File: src/common/wdt_cfg.svh
// Register offsets, field positions, reset values and timing constants of the watchdog
`ifndef WDT_CFG_SVH
`define WDT_CFG_SVH
`define WDT_OFF_CTRL    12'h000
`define WDT_OFF_RELOAD  12'h004
`define WDT_OFF_FEED1   12'h008
`define WDT_OFF_FEED2   12'h00C
`define WDT_OFF_CLOCK_CONTROL_REG  12'h010
`define WDT_OFF_IEN     12'h014
`define WDT_OFF_STATUS  12'h018
`define WDT_B_CLKSEL    0
`define WDT_B_TOF       1
`define WDT_B_RUN       2
`define WDT_B_PRE_LO    5
`define WDT_B_PRE_HI    7
`define WDT_B_XTAL      4
`define WDT_B_IEN       6
`define WDT_RST_CTRL    8'hE5
`define WDT_RST_RELOAD  8'hFF
`define WDT_FEED1_VAL   8'hA5
`define WDT_FEED2_VAL   8'h5A
`define WDT_PRE_BASE    5
`define WDT_SYNC_LEN    2
`endif

File: src/common/wdt_pkg.sv
// Types shared by the watchdog files
package wdt_pkg;
  typedef enum logic [1:0] {
    WDT_SRC_PCLK,
    WDT_SRC_WDOSC,
    WDT_SRC_XTAL
  } wdt_src_t;
  typedef enum logic [1:0] {
    WDT_SW_IDLE,
    WDT_SW_DROP,
    WDT_SW_TAKE
  } wdt_sw_t;
endpackage

File: src/rtl/wdt_clk_switch.sv
// Glitch-free source switch: deselect old source, then select new one
`include "wdt_cfg.svh"
module wdt_clk_switch (
  input  wire logic     clk_i,
  input  wire logic     arst_n_i,
  input  wire logic     ce_i,
  input  wire wdt_pkg::wdt_src_t src_req_i,
  input  wire logic     cpu_clk_on_i,
  input  wire logic     tick_pclk_i,
  input  wire logic     tick_wdosc_i,
  input  wire logic     tick_xtal_i,
  output logic          tick_o,
  output logic          busy_o
);
  import wdt_pkg::*;

  wdt_src_t src_reg;
  wdt_src_t tgt_reg;
  wdt_sw_t  st_reg;
  logic [1:0] cnt_reg;
  logic old_tick;
  logic new_tick;

  always_comb begin
    case (src_reg)
      WDT_SRC_PCLK:  old_tick = tick_pclk_i;
      WDT_SRC_WDOSC: old_tick = tick_wdosc_i;
      WDT_SRC_XTAL:  old_tick = tick_xtal_i;
      default:       old_tick = 1'b0;
    endcase
    case (tgt_reg)
      WDT_SRC_PCLK:  new_tick = tick_pclk_i;
      WDT_SRC_WDOSC: new_tick = tick_wdosc_i;
      WDT_SRC_XTAL:  new_tick = tick_xtal_i;
      default:       new_tick = 1'b0;
    endcase
  end

  // Two old-clock ticks to drop, then two new-clock ticks to take
  always_ff @(posedge clk_i or negedge arst_n_i) begin
    if (!arst_n_i) begin
      st_reg  <= WDT_SW_IDLE;
      src_reg <= WDT_SRC_WDOSC;
      tgt_reg <= WDT_SRC_WDOSC;
      cnt_reg <= 2'h0;
      tick_o  <= 1'b0;
      busy_o  <= 1'b0;
    end else if (ce_i) begin
      tick_o <= 1'b0;
      case (st_reg)
        WDT_SW_IDLE: begin
          tick_o <= old_tick;
          busy_o <= 1'b0;
          if (src_req_i != src_reg) begin
            tgt_reg <= src_req_i;
            cnt_reg <= 2'h0;
            busy_o  <= 1'b1;
            st_reg  <= WDT_SW_DROP;
          end
        end
        WDT_SW_DROP: begin
          // A stopped old clock stalls the switch here
          if (old_tick) begin
            if (cnt_reg == 2'(`WDT_SYNC_LEN - 1)) begin
              cnt_reg <= 2'h0;
              st_reg  <= WDT_SW_TAKE;
            end else begin
              cnt_reg <= cnt_reg + 2'h1;
            end
          end
        end
        WDT_SW_TAKE: begin
          // The oscillator is never taken while the cpu clock is off
          if (new_tick && (cpu_clk_on_i || tgt_reg != WDT_SRC_WDOSC)) begin
            if (cnt_reg == 2'(`WDT_SYNC_LEN - 1)) begin
              src_reg <= tgt_reg;
              st_reg  <= WDT_SW_IDLE;
            end else begin
              cnt_reg <= cnt_reg + 2'h1;
            end
          end
        end
        default: st_reg <= WDT_SW_IDLE;
      endcase
    end
  end

  sw_gap_a: assert property (@(posedge clk_i) disable iff (!arst_n_i)
    (st_reg != WDT_SW_IDLE) |-> !tick_o) else $error("tick leaked during switch");
endmodule // wdt_clk_switch

File: src/rtl/wdt_timer.sv
// Watchdog in timer mode: clock source select, prescaler, down counter, APB registers
`include "wdt_cfg.svh"
module wdt_timer
#(
  parameter int unsigned CNT_W = 8,
  parameter int unsigned PRE_W = 12
)(
  input  wire logic        clk_i,
  input  wire logic        arst_n_i,
  input  wire logic        ce_i,
  input  wire logic        psel_i,
  input  wire logic        penable_i,
  input  wire logic        pwrite_i,
  input  wire logic [11:0] paddr_i,
  input  wire logic [31:0] pwdata_i,
  output logic      [31:0] prdata_o,
  output logic             pready_o,
  output logic             pslverr_o,
  input  wire logic        tick_pclk_i,
  input  wire logic        tick_wdosc_i,
  input  wire logic        tick_xtal_i,
  input  wire logic        power_down_i,
  input  wire logic        cpu_clk_on_i,
  output logic             irq_o,
  output logic             wake_o,
  output logic             wdosc_keep_on_o,
  output logic             xtal_keep_on_o
);
  import wdt_pkg::*;

  logic [7:0]       ctrl_reg;
  logic [7:0]       shadow_reg;
  logic             ctrl_pend_reg;
  logic [7:0]       reload_reg;
  logic             xtal_sel_reg;
  logic             ien_reg;
  logic             feed_armed_reg;
  wdt_src_t         src_cfg_reg;
  logic [CNT_W-1:0] cnt_reg;
  logic [PRE_W-1:0] pre_reg;
  logic             extra_reg;
  logic [1:0]       pd_sync_reg;
  logic [1:0]       cpu_sync_reg;
  logic             wd_tick;
  logic             sw_busy;
  logic             wr;
  logic             rd;
  logic             feed_ok;
  logic             uflow;
  logic             pre_hit;
  logic [2:0]       tap;
  wdt_src_t         src_want;

  assign wr  = psel_i && penable_i && pwrite_i;
  assign rd  = psel_i && !penable_i && !pwrite_i;
  assign tap = shadow_reg[`WDT_B_PRE_HI:`WDT_B_PRE_LO];

  // Pins from the power controller cross into this domain
  always_ff @(posedge clk_i or negedge arst_n_i) begin
    if (!arst_n_i) begin
      pd_sync_reg  <= 2'h0;
      cpu_sync_reg <= 2'h3;
    end else if (ce_i) begin
      pd_sync_reg  <= {pd_sync_reg[0], power_down_i};
      cpu_sync_reg <= {cpu_sync_reg[0], cpu_clk_on_i};
    end
  end

  always_comb begin
    if (xtal_sel_reg) begin
      src_want = WDT_SRC_XTAL;
    end else if (ctrl_reg[`WDT_B_CLKSEL]) begin
      src_want = WDT_SRC_WDOSC;
    end else begin
      src_want = WDT_SRC_PCLK;
    end
  end

  // Second write completes a feed only right after a correct first write
  assign feed_ok = wr && (paddr_i == `WDT_OFF_FEED2) && feed_armed_reg
                   && (pwdata_i[7:0] == `WDT_FEED2_VAL);

  always_ff @(posedge clk_i or negedge arst_n_i) begin
    if (!arst_n_i) begin
      feed_armed_reg <= 1'b0;
    end else if (ce_i && wr) begin
      // Any other write breaks the sequence, silently
      feed_armed_reg <= (paddr_i == `WDT_OFF_FEED1) && (pwdata_i[7:0] == `WDT_FEED1_VAL);
    end
  end

  // Source setting is latched into the switch only on a feed
  always_ff @(posedge clk_i or negedge arst_n_i) begin
    if (!arst_n_i) begin
      src_cfg_reg <= WDT_SRC_WDOSC;
    end else if (ce_i && feed_ok) begin
      src_cfg_reg <= src_want;
    end
  end

  wdt_clk_switch u_switch (
    .clk_i        (clk_i),
    .arst_n_i     (arst_n_i),
    .ce_i         (ce_i),
    .src_req_i    (src_cfg_reg),
    .cpu_clk_on_i (cpu_sync_reg[1]),
    .tick_pclk_i  (tick_pclk_i && !pd_sync_reg[1]),
    .tick_wdosc_i (tick_wdosc_i),
    .tick_xtal_i  (tick_xtal_i),
    .tick_o       (wd_tick),
    .busy_o       (sw_busy)
  );

  // Register writes; clock-select and run bits live in the control register, the crystal select bit in the clock control register
  always_ff @(posedge clk_i or negedge arst_n_i) begin
    if (!arst_n_i) begin
      ctrl_reg     <= `WDT_RST_CTRL;
      reload_reg   <= `WDT_RST_RELOAD;
      xtal_sel_reg <= 1'b0;
      ien_reg      <= 1'b0;
    end else if (ce_i) begin
      if (wr && paddr_i == `WDT_OFF_CTRL) begin
        ctrl_reg <= pwdata_i[7:0];
        // A zero clears the flag but an underflow in the same cycle wins
        ctrl_reg[`WDT_B_TOF] <= uflow || (pwdata_i[`WDT_B_TOF] && ctrl_reg[`WDT_B_TOF]);
      end else if (uflow) begin
        ctrl_reg[`WDT_B_TOF] <= 1'b1;
      end
      if (wr && paddr_i == `WDT_OFF_RELOAD) begin
        reload_reg <= pwdata_i[7:0];
      end
      if (wr && paddr_i == `WDT_OFF_CLOCK_CONTROL_REG) begin
        xtal_sel_reg <= pwdata_i[`WDT_B_XTAL];
      end
      if (wr && paddr_i == `WDT_OFF_IEN) begin
        ien_reg <= pwdata_i[`WDT_B_IEN];
      end
    end
  end

  // Shadow control follows the control register one watchdog tick later
  always_ff @(posedge clk_i or negedge arst_n_i) begin
    if (!arst_n_i) begin
      shadow_reg    <= `WDT_RST_CTRL;
      ctrl_pend_reg <= 1'b0;
    end else if (ce_i) begin
      if (wr && paddr_i == `WDT_OFF_CTRL) begin
        ctrl_pend_reg <= 1'b1;
      end else if (wd_tick && ctrl_pend_reg) begin
        shadow_reg    <= ctrl_reg;
        ctrl_pend_reg <= 1'b0;
      end
    end
  end

  // Prescaler divides by 2^(5+tap); counter steps when it wraps
  assign pre_hit = (pre_reg == PRE_W'((1 << (`WDT_PRE_BASE + 32'(tap))) - 1));
  // One extra tick after counter reaches zero gives the trailing +1
  assign uflow   = wd_tick && extra_reg;

  always_ff @(posedge clk_i or negedge arst_n_i) begin
    if (!arst_n_i) begin
      pre_reg   <= '0;
      cnt_reg   <= CNT_W'(`WDT_RST_RELOAD);
      extra_reg <= 1'b0;
    end else if (ce_i) begin
      if (feed_ok) begin
        pre_reg   <= '0;
        cnt_reg   <= reload_reg;
        extra_reg <= 1'b0;
      end else if (wd_tick && shadow_reg[`WDT_B_RUN]) begin
        if (extra_reg) begin
          extra_reg <= 1'b0;
          pre_reg   <= '0;
          cnt_reg   <= reload_reg;
        end else if (pre_hit) begin
          pre_reg <= '0;
          if (cnt_reg == '0) begin
            extra_reg <= 1'b1;
          end else begin
            cnt_reg <= cnt_reg - CNT_W'(1);
          end
        end else begin
          pre_reg <= pre_reg + PRE_W'(1);
        end
      end
    end
  end

  // Outputs and APB read data
  always_ff @(posedge clk_i or negedge arst_n_i) begin
    if (!arst_n_i) begin
      irq_o           <= 1'b0;
      wake_o          <= 1'b0;
      wdosc_keep_on_o <= 1'b1;
      xtal_keep_on_o  <= 1'b1;
      prdata_o        <= 32'h0;
      pready_o        <= 1'b0;
      pslverr_o       <= 1'b0;
    end else if (ce_i) begin
      irq_o           <= ien_reg && ctrl_reg[`WDT_B_TOF];
      wake_o          <= uflow && pd_sync_reg[1];
      wdosc_keep_on_o <= (src_cfg_reg == WDT_SRC_WDOSC) || sw_busy;
      xtal_keep_on_o  <= (src_cfg_reg != WDT_SRC_PCLK) || sw_busy;
      pready_o        <= psel_i && !penable_i;
      pslverr_o       <= 1'b0;
      if (rd) begin
        case (paddr_i)
          `WDT_OFF_CTRL:   prdata_o <= {24'h0, ctrl_reg[7:5], 2'h0, ctrl_reg[2:0]};
          `WDT_OFF_RELOAD: prdata_o <= {24'h0, reload_reg};
          `WDT_OFF_CLOCK_CONTROL_REG: prdata_o <= 32'(xtal_sel_reg) << `WDT_B_XTAL;
          `WDT_OFF_IEN:    prdata_o <= 32'(ien_reg) << `WDT_B_IEN;
          `WDT_OFF_STATUS: prdata_o <= {20'h0, sw_busy, 1'b0, src_cfg_reg, cnt_reg};
          default: begin
            prdata_o  <= 32'h0;
            pslverr_o <= 1'b1;
          end
        endcase
      end
    end
  end

  tof_set_a: assert property (@(posedge clk_i) disable iff (!arst_n_i)
    ce_i && uflow |=> ctrl_reg[`WDT_B_TOF]) else $error("underflow lost");
  tof_clr_a: assert property (@(posedge clk_i) disable iff (!arst_n_i)
    ce_i && wr && paddr_i == `WDT_OFF_CTRL && !pwdata_i[`WDT_B_TOF] && !uflow
    |=> !ctrl_reg[`WDT_B_TOF]) else $error("flag not cleared");
  irq_req_a: assert property (@(posedge clk_i) disable iff (!arst_n_i)
    ce_i && ien_reg && ctrl_reg[`WDT_B_TOF] |=> irq_o) else $error("no interrupt");
  reload_uf_a: assert property (@(posedge clk_i) disable iff (!arst_n_i)
    ce_i && uflow && !feed_ok |=> cnt_reg == $past(reload_reg)) else $error("no reload");
  feed_load_a: assert property (@(posedge clk_i) disable iff (!arst_n_i)
    ce_i && feed_ok |=> cnt_reg == $past(reload_reg) && pre_reg == '0) else $error("feed no load");
  src_hold_a: assert property (@(posedge clk_i) disable iff (!arst_n_i)
    !(ce_i && feed_ok) |=> $stable(src_cfg_reg)) else $error("source changed without feed");
  bad_feed_a: assert property (@(posedge clk_i) disable iff (!arst_n_i)
    ce_i && wr && paddr_i == `WDT_OFF_FEED2 && !feed_armed_reg |=> $stable(cnt_reg) || $past(wd_tick))
    else $error("bad feed acted");
  wake_pd_a: assert property (@(posedge clk_i) disable iff (!arst_n_i)
    ce_i && uflow && pd_sync_reg[1] |=> wake_o) else $error("no wake");
  xtal_pick_a: assert property (@(posedge clk_i) disable iff (!arst_n_i)
    ce_i && feed_ok && xtal_sel_reg |=> src_cfg_reg == WDT_SRC_XTAL) else $error("crystal not chosen");
  pd_stop_a: assert property (@(posedge clk_i) disable iff (!arst_n_i)
    pd_sync_reg[1] && src_cfg_reg == WDT_SRC_PCLK && !sw_busy |-> !wd_tick) else $error("counting in power-down");

  // Shadow copy and counting path, step by step
  shadow_copy_a: assert property (@(posedge clk_i) disable iff (!arst_n_i)
    ce_i && wd_tick && ctrl_pend_reg && !(wr && paddr_i == `WDT_OFF_CTRL) |=> shadow_reg == $past(ctrl_reg))
    else $error("shadow not updated");
  pre_step_a: assert property (@(posedge clk_i) disable iff (!arst_n_i)
    ce_i && wd_tick && shadow_reg[`WDT_B_RUN] && !feed_ok && !extra_reg && !pre_hit |=> pre_reg == $past(pre_reg) + PRE_W'(1))
    else $error("prescaler did not step");
  cnt_step_a: assert property (@(posedge clk_i) disable iff (!arst_n_i)
    ce_i && wd_tick && shadow_reg[`WDT_B_RUN] && !feed_ok && !extra_reg && pre_hit && cnt_reg != '0
    |=> cnt_reg == $past(cnt_reg) - CNT_W'(1)) else $error("counter did not step");
  zero_arm_a: assert property (@(posedge clk_i) disable iff (!arst_n_i)
    ce_i && wd_tick && shadow_reg[`WDT_B_RUN] && !feed_ok && !extra_reg && pre_hit && cnt_reg == '0
    |=> extra_reg) else $error("trailing tick not armed");
  run_stop_a: assert property (@(posedge clk_i) disable iff (!arst_n_i)
    ce_i && !shadow_reg[`WDT_B_RUN] && !feed_ok |=> $stable(cnt_reg) && $stable(pre_reg))
    else $error("counting while stopped");
  // A low clock enable must leave the counter, control and shadow registers untouched
  freeze_a: assert property (@(posedge clk_i) disable iff (!arst_n_i)
    !ce_i |=> $stable(cnt_reg) && $stable(ctrl_reg) && $stable(shadow_reg))
    else $error("state moved while frozen");

  // Source choice on a feed
  pclk_pick_a: assert property (@(posedge clk_i) disable iff (!arst_n_i)
    ce_i && feed_ok && !xtal_sel_reg && !ctrl_reg[`WDT_B_CLKSEL] |=> src_cfg_reg == WDT_SRC_PCLK)
    else $error("peripheral clock not chosen");
  osc_pick_a: assert property (@(posedge clk_i) disable iff (!arst_n_i)
    ce_i && feed_ok && !xtal_sel_reg && ctrl_reg[`WDT_B_CLKSEL] |=> src_cfg_reg == WDT_SRC_WDOSC)
    else $error("oscillator not chosen");

  // Outputs
  irq_off_a: assert property (@(posedge clk_i) disable iff (!arst_n_i)
    ce_i && !ien_reg |=> !irq_o)
    else $error("interrupt while disabled");
  osc_keep_a: assert property (@(posedge clk_i) disable iff (!arst_n_i)
    ce_i && src_cfg_reg == WDT_SRC_WDOSC |=> wdosc_keep_on_o && xtal_keep_on_o)
    else $error("oscillators released");
  wake_only_a: assert property (@(posedge clk_i) disable iff (!arst_n_i)
    ce_i && !(uflow && pd_sync_reg[1]) |=> !wake_o)
    else $error("spurious wake");
  ready_pulse_a: assert property (@(posedge clk_i) disable iff (!arst_n_i)
    ce_i && pready_o |=> !pready_o)
    else $error("ready held too long");
endmodule // wdt_timer

File: config.mk
export PLATFORM = sky130hd
export DESIGN_NAME = wdt_timer
export DESIGN_NICKNAME = d
export VERILOG_FILES = /design/src/common/wdt_pkg.sv /design/src/rtl/wdt_clk_switch.sv /design/src/rtl/wdt_timer.sv
export VERILOG_INCLUDE_DIRS = /design/src /design/src/common
export SDC_FILE = /design/constraint.sdc
export NUM_CORES = 1
export LEC_CHECK = 0
export BUFFER_PORTS_ARGS = -buffer_cell sky130_fd_sc_hd__buf_2
export CORE_UTILIZATION = 55
export DETAILED_ROUTE_END_ITERATION = 16
export PLACE_DENSITY = 0.81
export SLEW_MARGIN = 20
export SYNTH_ARGS = -nofsm -noshare
export SYNTH_HDL_FRONTEND = slang
export SYNTH_SLANG_ARGS = --single-unit
File: constraint.sdc
create_clock -name clk_i -period 3.3 [get_ports clk_i]
set_clock_uncertainty 0.15 [all_clocks]
set_input_delay 0.66 -clock clk_i [delete_from_list [all_inputs] [get_ports clk_i]]
set_output_delay 0.66 -clock clk_i [all_outputs]
set_load 0.01 [all_outputs]
After elaboration in Yosys (flattened, before gate mapping)

Index checks and enable logic that the tools add are counted.

Logic and storage cells: 155
Register bits: 103

Shift operators: 1
Equality and inequality tests: 26
Bitwise logic cells: 1
Multiplexer cells: 39
Add/sub/neg operators: 5
Reductions and logical operators: 56

Operators with widths:

| kind                    | count |
|---|---|
| $pmux W12 S5            | 1 |
| $mux W12                | 4 |
| $mux W8                 | 5 |
| $eq A12 B5 Y1 const B   | 3 |
| $eq A12 B4 Y1 const B   | 2 |
| $logic_and A1 B1 Y1     | 22 |
| $mux W2                 | 11 |
| $reduce_and A2 Y1       | 9 |
| $mux W1                 | 14 |
| $add A12 B1 Y12 const B | 1 |
| $eq A12 B12 Y1          | 1 |
| $eq A12 B3 Y1 const B   | 1 |
| $logic_not A12 Y1       | 1 |
| $ne A2 B1 Y1 const B    | 6 |
| $pmux W2 S3             | 2 |
| $reduce_and A6 Y1       | 2 |
| $shl A1 B4 Y12 const A  | 1 |
| $sub A12 B2 Y12 const B | 1 |
| $eq A2 B1 Y1 const B    | 5 |
| $eq A8 B7 Y1 const B    | 1 |
| $eq A8 B8 Y1 const B    | 1 |
| $logic_not A8 Y1        | 1 |
| $reduce_and A4 Y1       | 2 |
| $reduce_bool A2 Y1      | 4 |
| other kinds (15)        | 27 |

Depth between registers and ports, before layout

Depth after elaboration: 8
Mapped depth: 9
Mapped depth without buffers: 8

Cells and area by module

A second synthesis with hierarchy kept.

Cell total of the unflattened synthesis: 460
Area, all modules: 4647.0 um^2

By module, submodules not included:

| module         | cells an instance | times used | area an instance (um^2) | sequential area each (um^2) |
|---|---|---|---|---|
| wdt_timer      | 395               | 1          | 3978.8                  | 1689.1 |
| wdt_clk_switch | 65                | 1          | 668.1                   | 252.7 |

Worst setup path before layout

Ideal clock, no wire load.

Kind: input port to flip-flop
From: input tick_pclk_i
To: register u_switch.st_reg[0]
Cell stages on the path: 6
Arrival time: 2.172 ns
Path slack: 0.853 ns
Buffers on the path: 0
Setup time: 0.125 ns
Cells stage by stage: or3b_2 a21oi_1 a31oi_1 or2_2 a221oi_1 mux2_2

Cells in the longest elaborated chain, start to end: 5
Elaborated cells between the ends (all ways): 7
Those cells by class: eq/ne: 2; mux: 2; reduce/logical: 3

Ends and longest elaborated chain:

| item                          | RTL line             | text |
|---|---|---|
| start: declaration            | wdt_timer.sv:19      | `input wire logic tick_pclk_i,` |
| $logic_and A1 B1 Y1 *         | wdt_timer.sv:107     | `.tick_pclk_i (tick_pclk_i && !pd_sync_reg[1]),` |
| $pmux W1 S3                   | wdt_clk_switch.sv:31 | `case (tgt_reg)` |
| $logic_and A1 B1 Y1           | wdt_clk_switch.sv:74 | `if (new_tick && (cpu_clk_on_i \|\| tgt_reg != WDT_SRC_WDOSC)) begin` |
| $ne A2 B1 Y1 (no line)        | n/a                  |  |
| $reduce_and A6 Y1 (no line) * | n/a                  |  |
| end signal: assignment        | wdt_clk_switch.sv:42 | `st_reg <= WDT_SW_IDLE;` |
| end signal: assignment        | wdt_clk_switch.sv:77 | `st_reg <= WDT_SW_IDLE;` |
| end signal: assignment        | wdt_clk_switch.sv:83 | `default: st_reg <= WDT_SW_IDLE;` |
| end: declaration              | wdt_clk_switch.sv:19 | `wdt_sw_t st_reg;` |

Mark *: on every way between the ends. The rest lies on a longest branch, timed or not.
A chain may end at the register's enable or synchronous reset.

Final worst setup path

From: register cnt_reg[0]
To: register cnt_reg[7]

Cells in the longest elaborated chain, start to end: 6
Elaborated cells between the ends (all ways): 9
Those cells by class: add/sub: 1; eq/ne: 1; mux: 5; reduce/logical: 2

Ends and longest elaborated chain:

| item                     | RTL line         | text |
|---|---|---|
| start: declaration       | wdt_timer.sv:39  | `logic [CNT_W-1:0] cnt_reg;` |
| start signal: assignment | wdt_timer.sv:164 | `` cnt_reg <= CNT_W'(`WDT_RST_RELOAD); `` |
| start signal: assignment | wdt_timer.sv:169 | `cnt_reg <= reload_reg;` |
| start signal: assignment | wdt_timer.sv:175 | `cnt_reg <= reload_reg;` |
| $sub A8 B1 Y8            | wdt_timer.sv:181 | `cnt_reg <= cnt_reg - CNT_W'(1);` |
| $mux W8                  | wdt_timer.sv:178 | `if (cnt_reg == '0) begin` |
| $mux W8                  | wdt_timer.sv:176 | `end else if (pre_hit) begin` |
| $mux W8                  | wdt_timer.sv:172 | `if (extra_reg) begin` |
| $mux W8                  | wdt_timer.sv:171 | `` end else if (wd_tick && shadow_reg[`WDT_B_RUN]) begin `` |
| $mux W8                  | wdt_timer.sv:167 | `if (feed_ok) begin` |

Parallel ways exist; a longest one is shown, timed or not. The select of a mux whose other input is x is not followed.

==> summary.txt <==
Setup path
  – Crit path max fanout: 6
  – FF-to-FF setup slack: 0.54 ns
  – CP Launch Type: flop
  – R2R depth: 8
  – Reg-to-reg startpoint: cnt_reg[0]$_DFFE_PN1P_
  – Reg-to-Reg End: cnt_reg[7]$_DFFE_PN1P_
  – Worst setup path class: flop to flop
  – Worst EP arrival: 2.86 ns
  – Setup crit end kind: flop
  – Required @ worst endpoint: 3.40 ns

Pwr
  – Sw Share: 0.239
  – Clock Power Share: 0.431
  – P_sw: 0.000525 W
  – Internal: ~0.0017 W
  – VDD IR max: 0.340 mV
  – Sequential share of power: 0.459
  – PwrDens: 454 mW/mm2
  – Combinational share of power: 0.110
  – Leak: 2.14 nW

Global route
  – Number of global-route vias before repair: about 3300
  – Tot GR Track Use: 0.249
  – Initial antenna violation count: 0
  – GRT Residual Overflow: 0
  – First-pass GRT wire length: approximately 16000 um
  – Largest net degree at the start of global routing: 77

Logic synthesis
  – Yosys reg bits: 76
  – Syn_area_per_cell: 10.4 um2
  – Seq/Total Area, Yosys: 0.450
  – FFs w/ async S/R, synth: 1.00
  – Post-synth EDFFs: 0
  – Mapped Area: 0.00431 mm2
  – Synthesis Warnings: 0
  – Yosys cell types: 66
  – Synth Instances: between 400 and 500
  – Ys flop type: dfrtp_1

Timing
  – Hold WS: 0.290 ns
  – Slew @ Worst Pin: 0.952 ns
  – Final Hold Fails: 0
  – Max_slew headroom: 0.365
  – Final setup violation count: 0
  – RSZ-0062 raised after global routing: no
  – Slew Limit Fails: 0
  – Period utilization: 0.837
  – FMAX: 362 MHz
  – Final worst slack: 0.539 ns
  – Final TNS setup: 0 ns
  – Tmin final: 2.76 ns

Floorplanning
  – Die area: 0.00820 mm2
  – Total I/O pin count: 93
  – Row Count: 31
  – Die extent in y: between 90 and 100 um
  – Total core area: 0.00741 mm2
  – DIE WIDTH: 90.5 um
  – Initial Utilization: 0.582

Drt
  – Total number of vias: between 3000 and 4000
  – First-pass DRT Iterations: 5
  – DR iter-0 viols: 317
  – Final WL: 9730 um
  – DR vias/cell: around 6
  – Antenna-violating nets left: 0
  – DRC viols: 0
  – Drt wl/cell: 17.0 um

Cells and area
  – Final Core Density: 0.655
  – P&R area growth vs syn: 12.5%
  – Inserted Diodes: 0
  – Max reg flops: 12
  – Final net count: 530
  – Final-layout fill cell count: 589
  – Share of layout cells above drive strength 1: 0.326
  – Most frequent cells in the layout: 46 x buf_2, 44 x dfrtp_1, 32 x nand2_1, 32 x dfstp_2, 29 x mux2_2
  – Most common cell after layout, fill and taps aside: buf_2

CTS
  – H-tree levels: 3
  – Clock buffer depth: 2
  – Clock root cell: clkbuf_8
  – CTS tree: built
  – Skew-Pair Late Insertion Delay: 0.35 ns
  – Clk sinks: 76
  – CTS Buf Count: 9
  – Setup bufs post-CTS: 0
  – Cts hold-fix bufs: 0
  – Clock transition at path regs: 0.08 ns
  – Post-cts sizing count: 0

Flow run
  – Max Cap Viol: 0

Min path
  – HP Class: input pin to asynchronous set/reset pin

Outcome
  – Status: completed

Placement
  – PortBufs: between 40 and 50
  – Dpl ws: 0.333 ns
  – Hpwl dp: 6790 um
  – RePlAce Congestion: 0.903
[power groups by stage]
stage | combinational, W | clock, W | sequential, W
6_report | 0.000242 | 0.000948 | 0.00101
5_1_grt | 0.000271 | 0.000994 | 0.00102
4_1_cts | 0.000242 | 0.000958 | 0.00101
3_5_place_dp | 0.000241 | 0 | 0.00103
3_3_place_gp | 0.000231 | 0 | 0.00102
2_1_floorplan | 0.000174 | 0 | 0.00102
[stage by stage]
stage / cell area, um2 / total power, W / instances
after global placement: 4580 / 0.00126 / 555
after detailed placement: 4580 / 0.00127 / 555
after CTS: 4850 / 0.00221 / 571
final: 4850 / 0.00220 / 571
after floorplan: 4390 / 0.00119 / 435
after global routing: 4850 / 0.00228 / 571
[how the worst max path moves through the flow]
stage | start | endpoint
final | cnt_reg[0]$_DFFE_PN1P_ | cnt_reg[7]$_DFFE_PN1P_
after detailed placement | paddr_i[9] | pre_reg[2]$_DFFE_PN0P_
after floorplan | tick_pclk_i | u_switch.st_reg[0]$_DFFE_PN0P_
after global routing | cnt_reg[1]$_DFFE_PN1P_ | cnt_reg[2]$_DFFE_PN1P_
after CTS | cnt_reg[0]$_DFFE_PN1P_ | cnt_reg[7]$_DFFE_PN1P_
after global placement | paddr_i[9] | pre_reg[10]$_DFFE_PN0P_
[area by class of cell]
class | instances | area, um2 | area share
Clock inverter | 6 | 135 | 0.0278
Inverter | 15 | 56.3 | 0.0116
Tap cell | 99 | 124 | 0.0255
Timing Repair Buffer | 58 | 320 | 0.0660
Clock buffer | 10 | 138 | 0.0284
Sequential cell | 76 | 1940 | 0.400
Multi-Input combinational cell | 307 | 2140 | 0.440
[synthesized netlist by cell type (4+ instances only)]
library cell  instances  area, um2
a2bb2oi_1             4       35.0
nand3_1              14       70.1
o211ai_1              7       52.6
and3_1                6       37.5
a21o_1                6       45.0
nand3b_1              5       37.5
mux2i_1               5       50.1
nor3_1                8       40.0
or3_1                 4       25.0
clkbuf_1              6       22.5
nand2_1              32        120
mux2_2               29        327
a21oi_1              14       70.1
inv_1                15       56.3
dfrtp_1              44       1100
nor2_1               22       82.6
o2111ai_1             5       43.8
xor2_1               14        123
o31ai_1               5       37.5
dfstp_2              32        841
a222oi_1              5       50.1
ha_1                  8        100
o21ai_0              28        140
buf_4                23        173
nor3b_1               4       30.0
[metal layers]
layer,up-vias,part of all wire,routed length (um),global-route usage
li1,1585,-,-,-
met1,1667,0.44,4250,0.331
met2,137,0.47,4580,0.396
met3,25,0.069,674,0.0429
met4,0,0.023,223,0.118
met5,-,0,0,0
[worst max-delay path, stage by stage (launching register included)]
cell	delay, ns
dfstp_2	0.41
inv_1	0.06
ha_1	0.18
nor3b_1	0.38
nand2b_1	0.17
or4_4	0.47
or3b_1	0.37
a21oi_4	0.15
a221oi_1	0.31
[cell families (layout without fill, tap and decap cells)]
| kind of cell | count (synthesis) | in the layout | synth area share |
|---|---|---|---|
| and+or+nand+nor | 132 | 132 | 0.179 |
| AOI/OAI and AO/OA | 98 | 98 | 0.160 |
| DFF | 76 | 76 | 0.450 |
| buffers and inverters | 52 | 89 | 0.0714 |
| muxes | 34 | 34 | 0.0873 |
| xor gates and xnor gates | 14 | 14 | 0.0284 |
| adders and majority gates | 8 | 8 | 0.0232 |
| other | 1 | 21 | 0.000870 |
No activity file was read; power rests on OpenSTA's default activity.
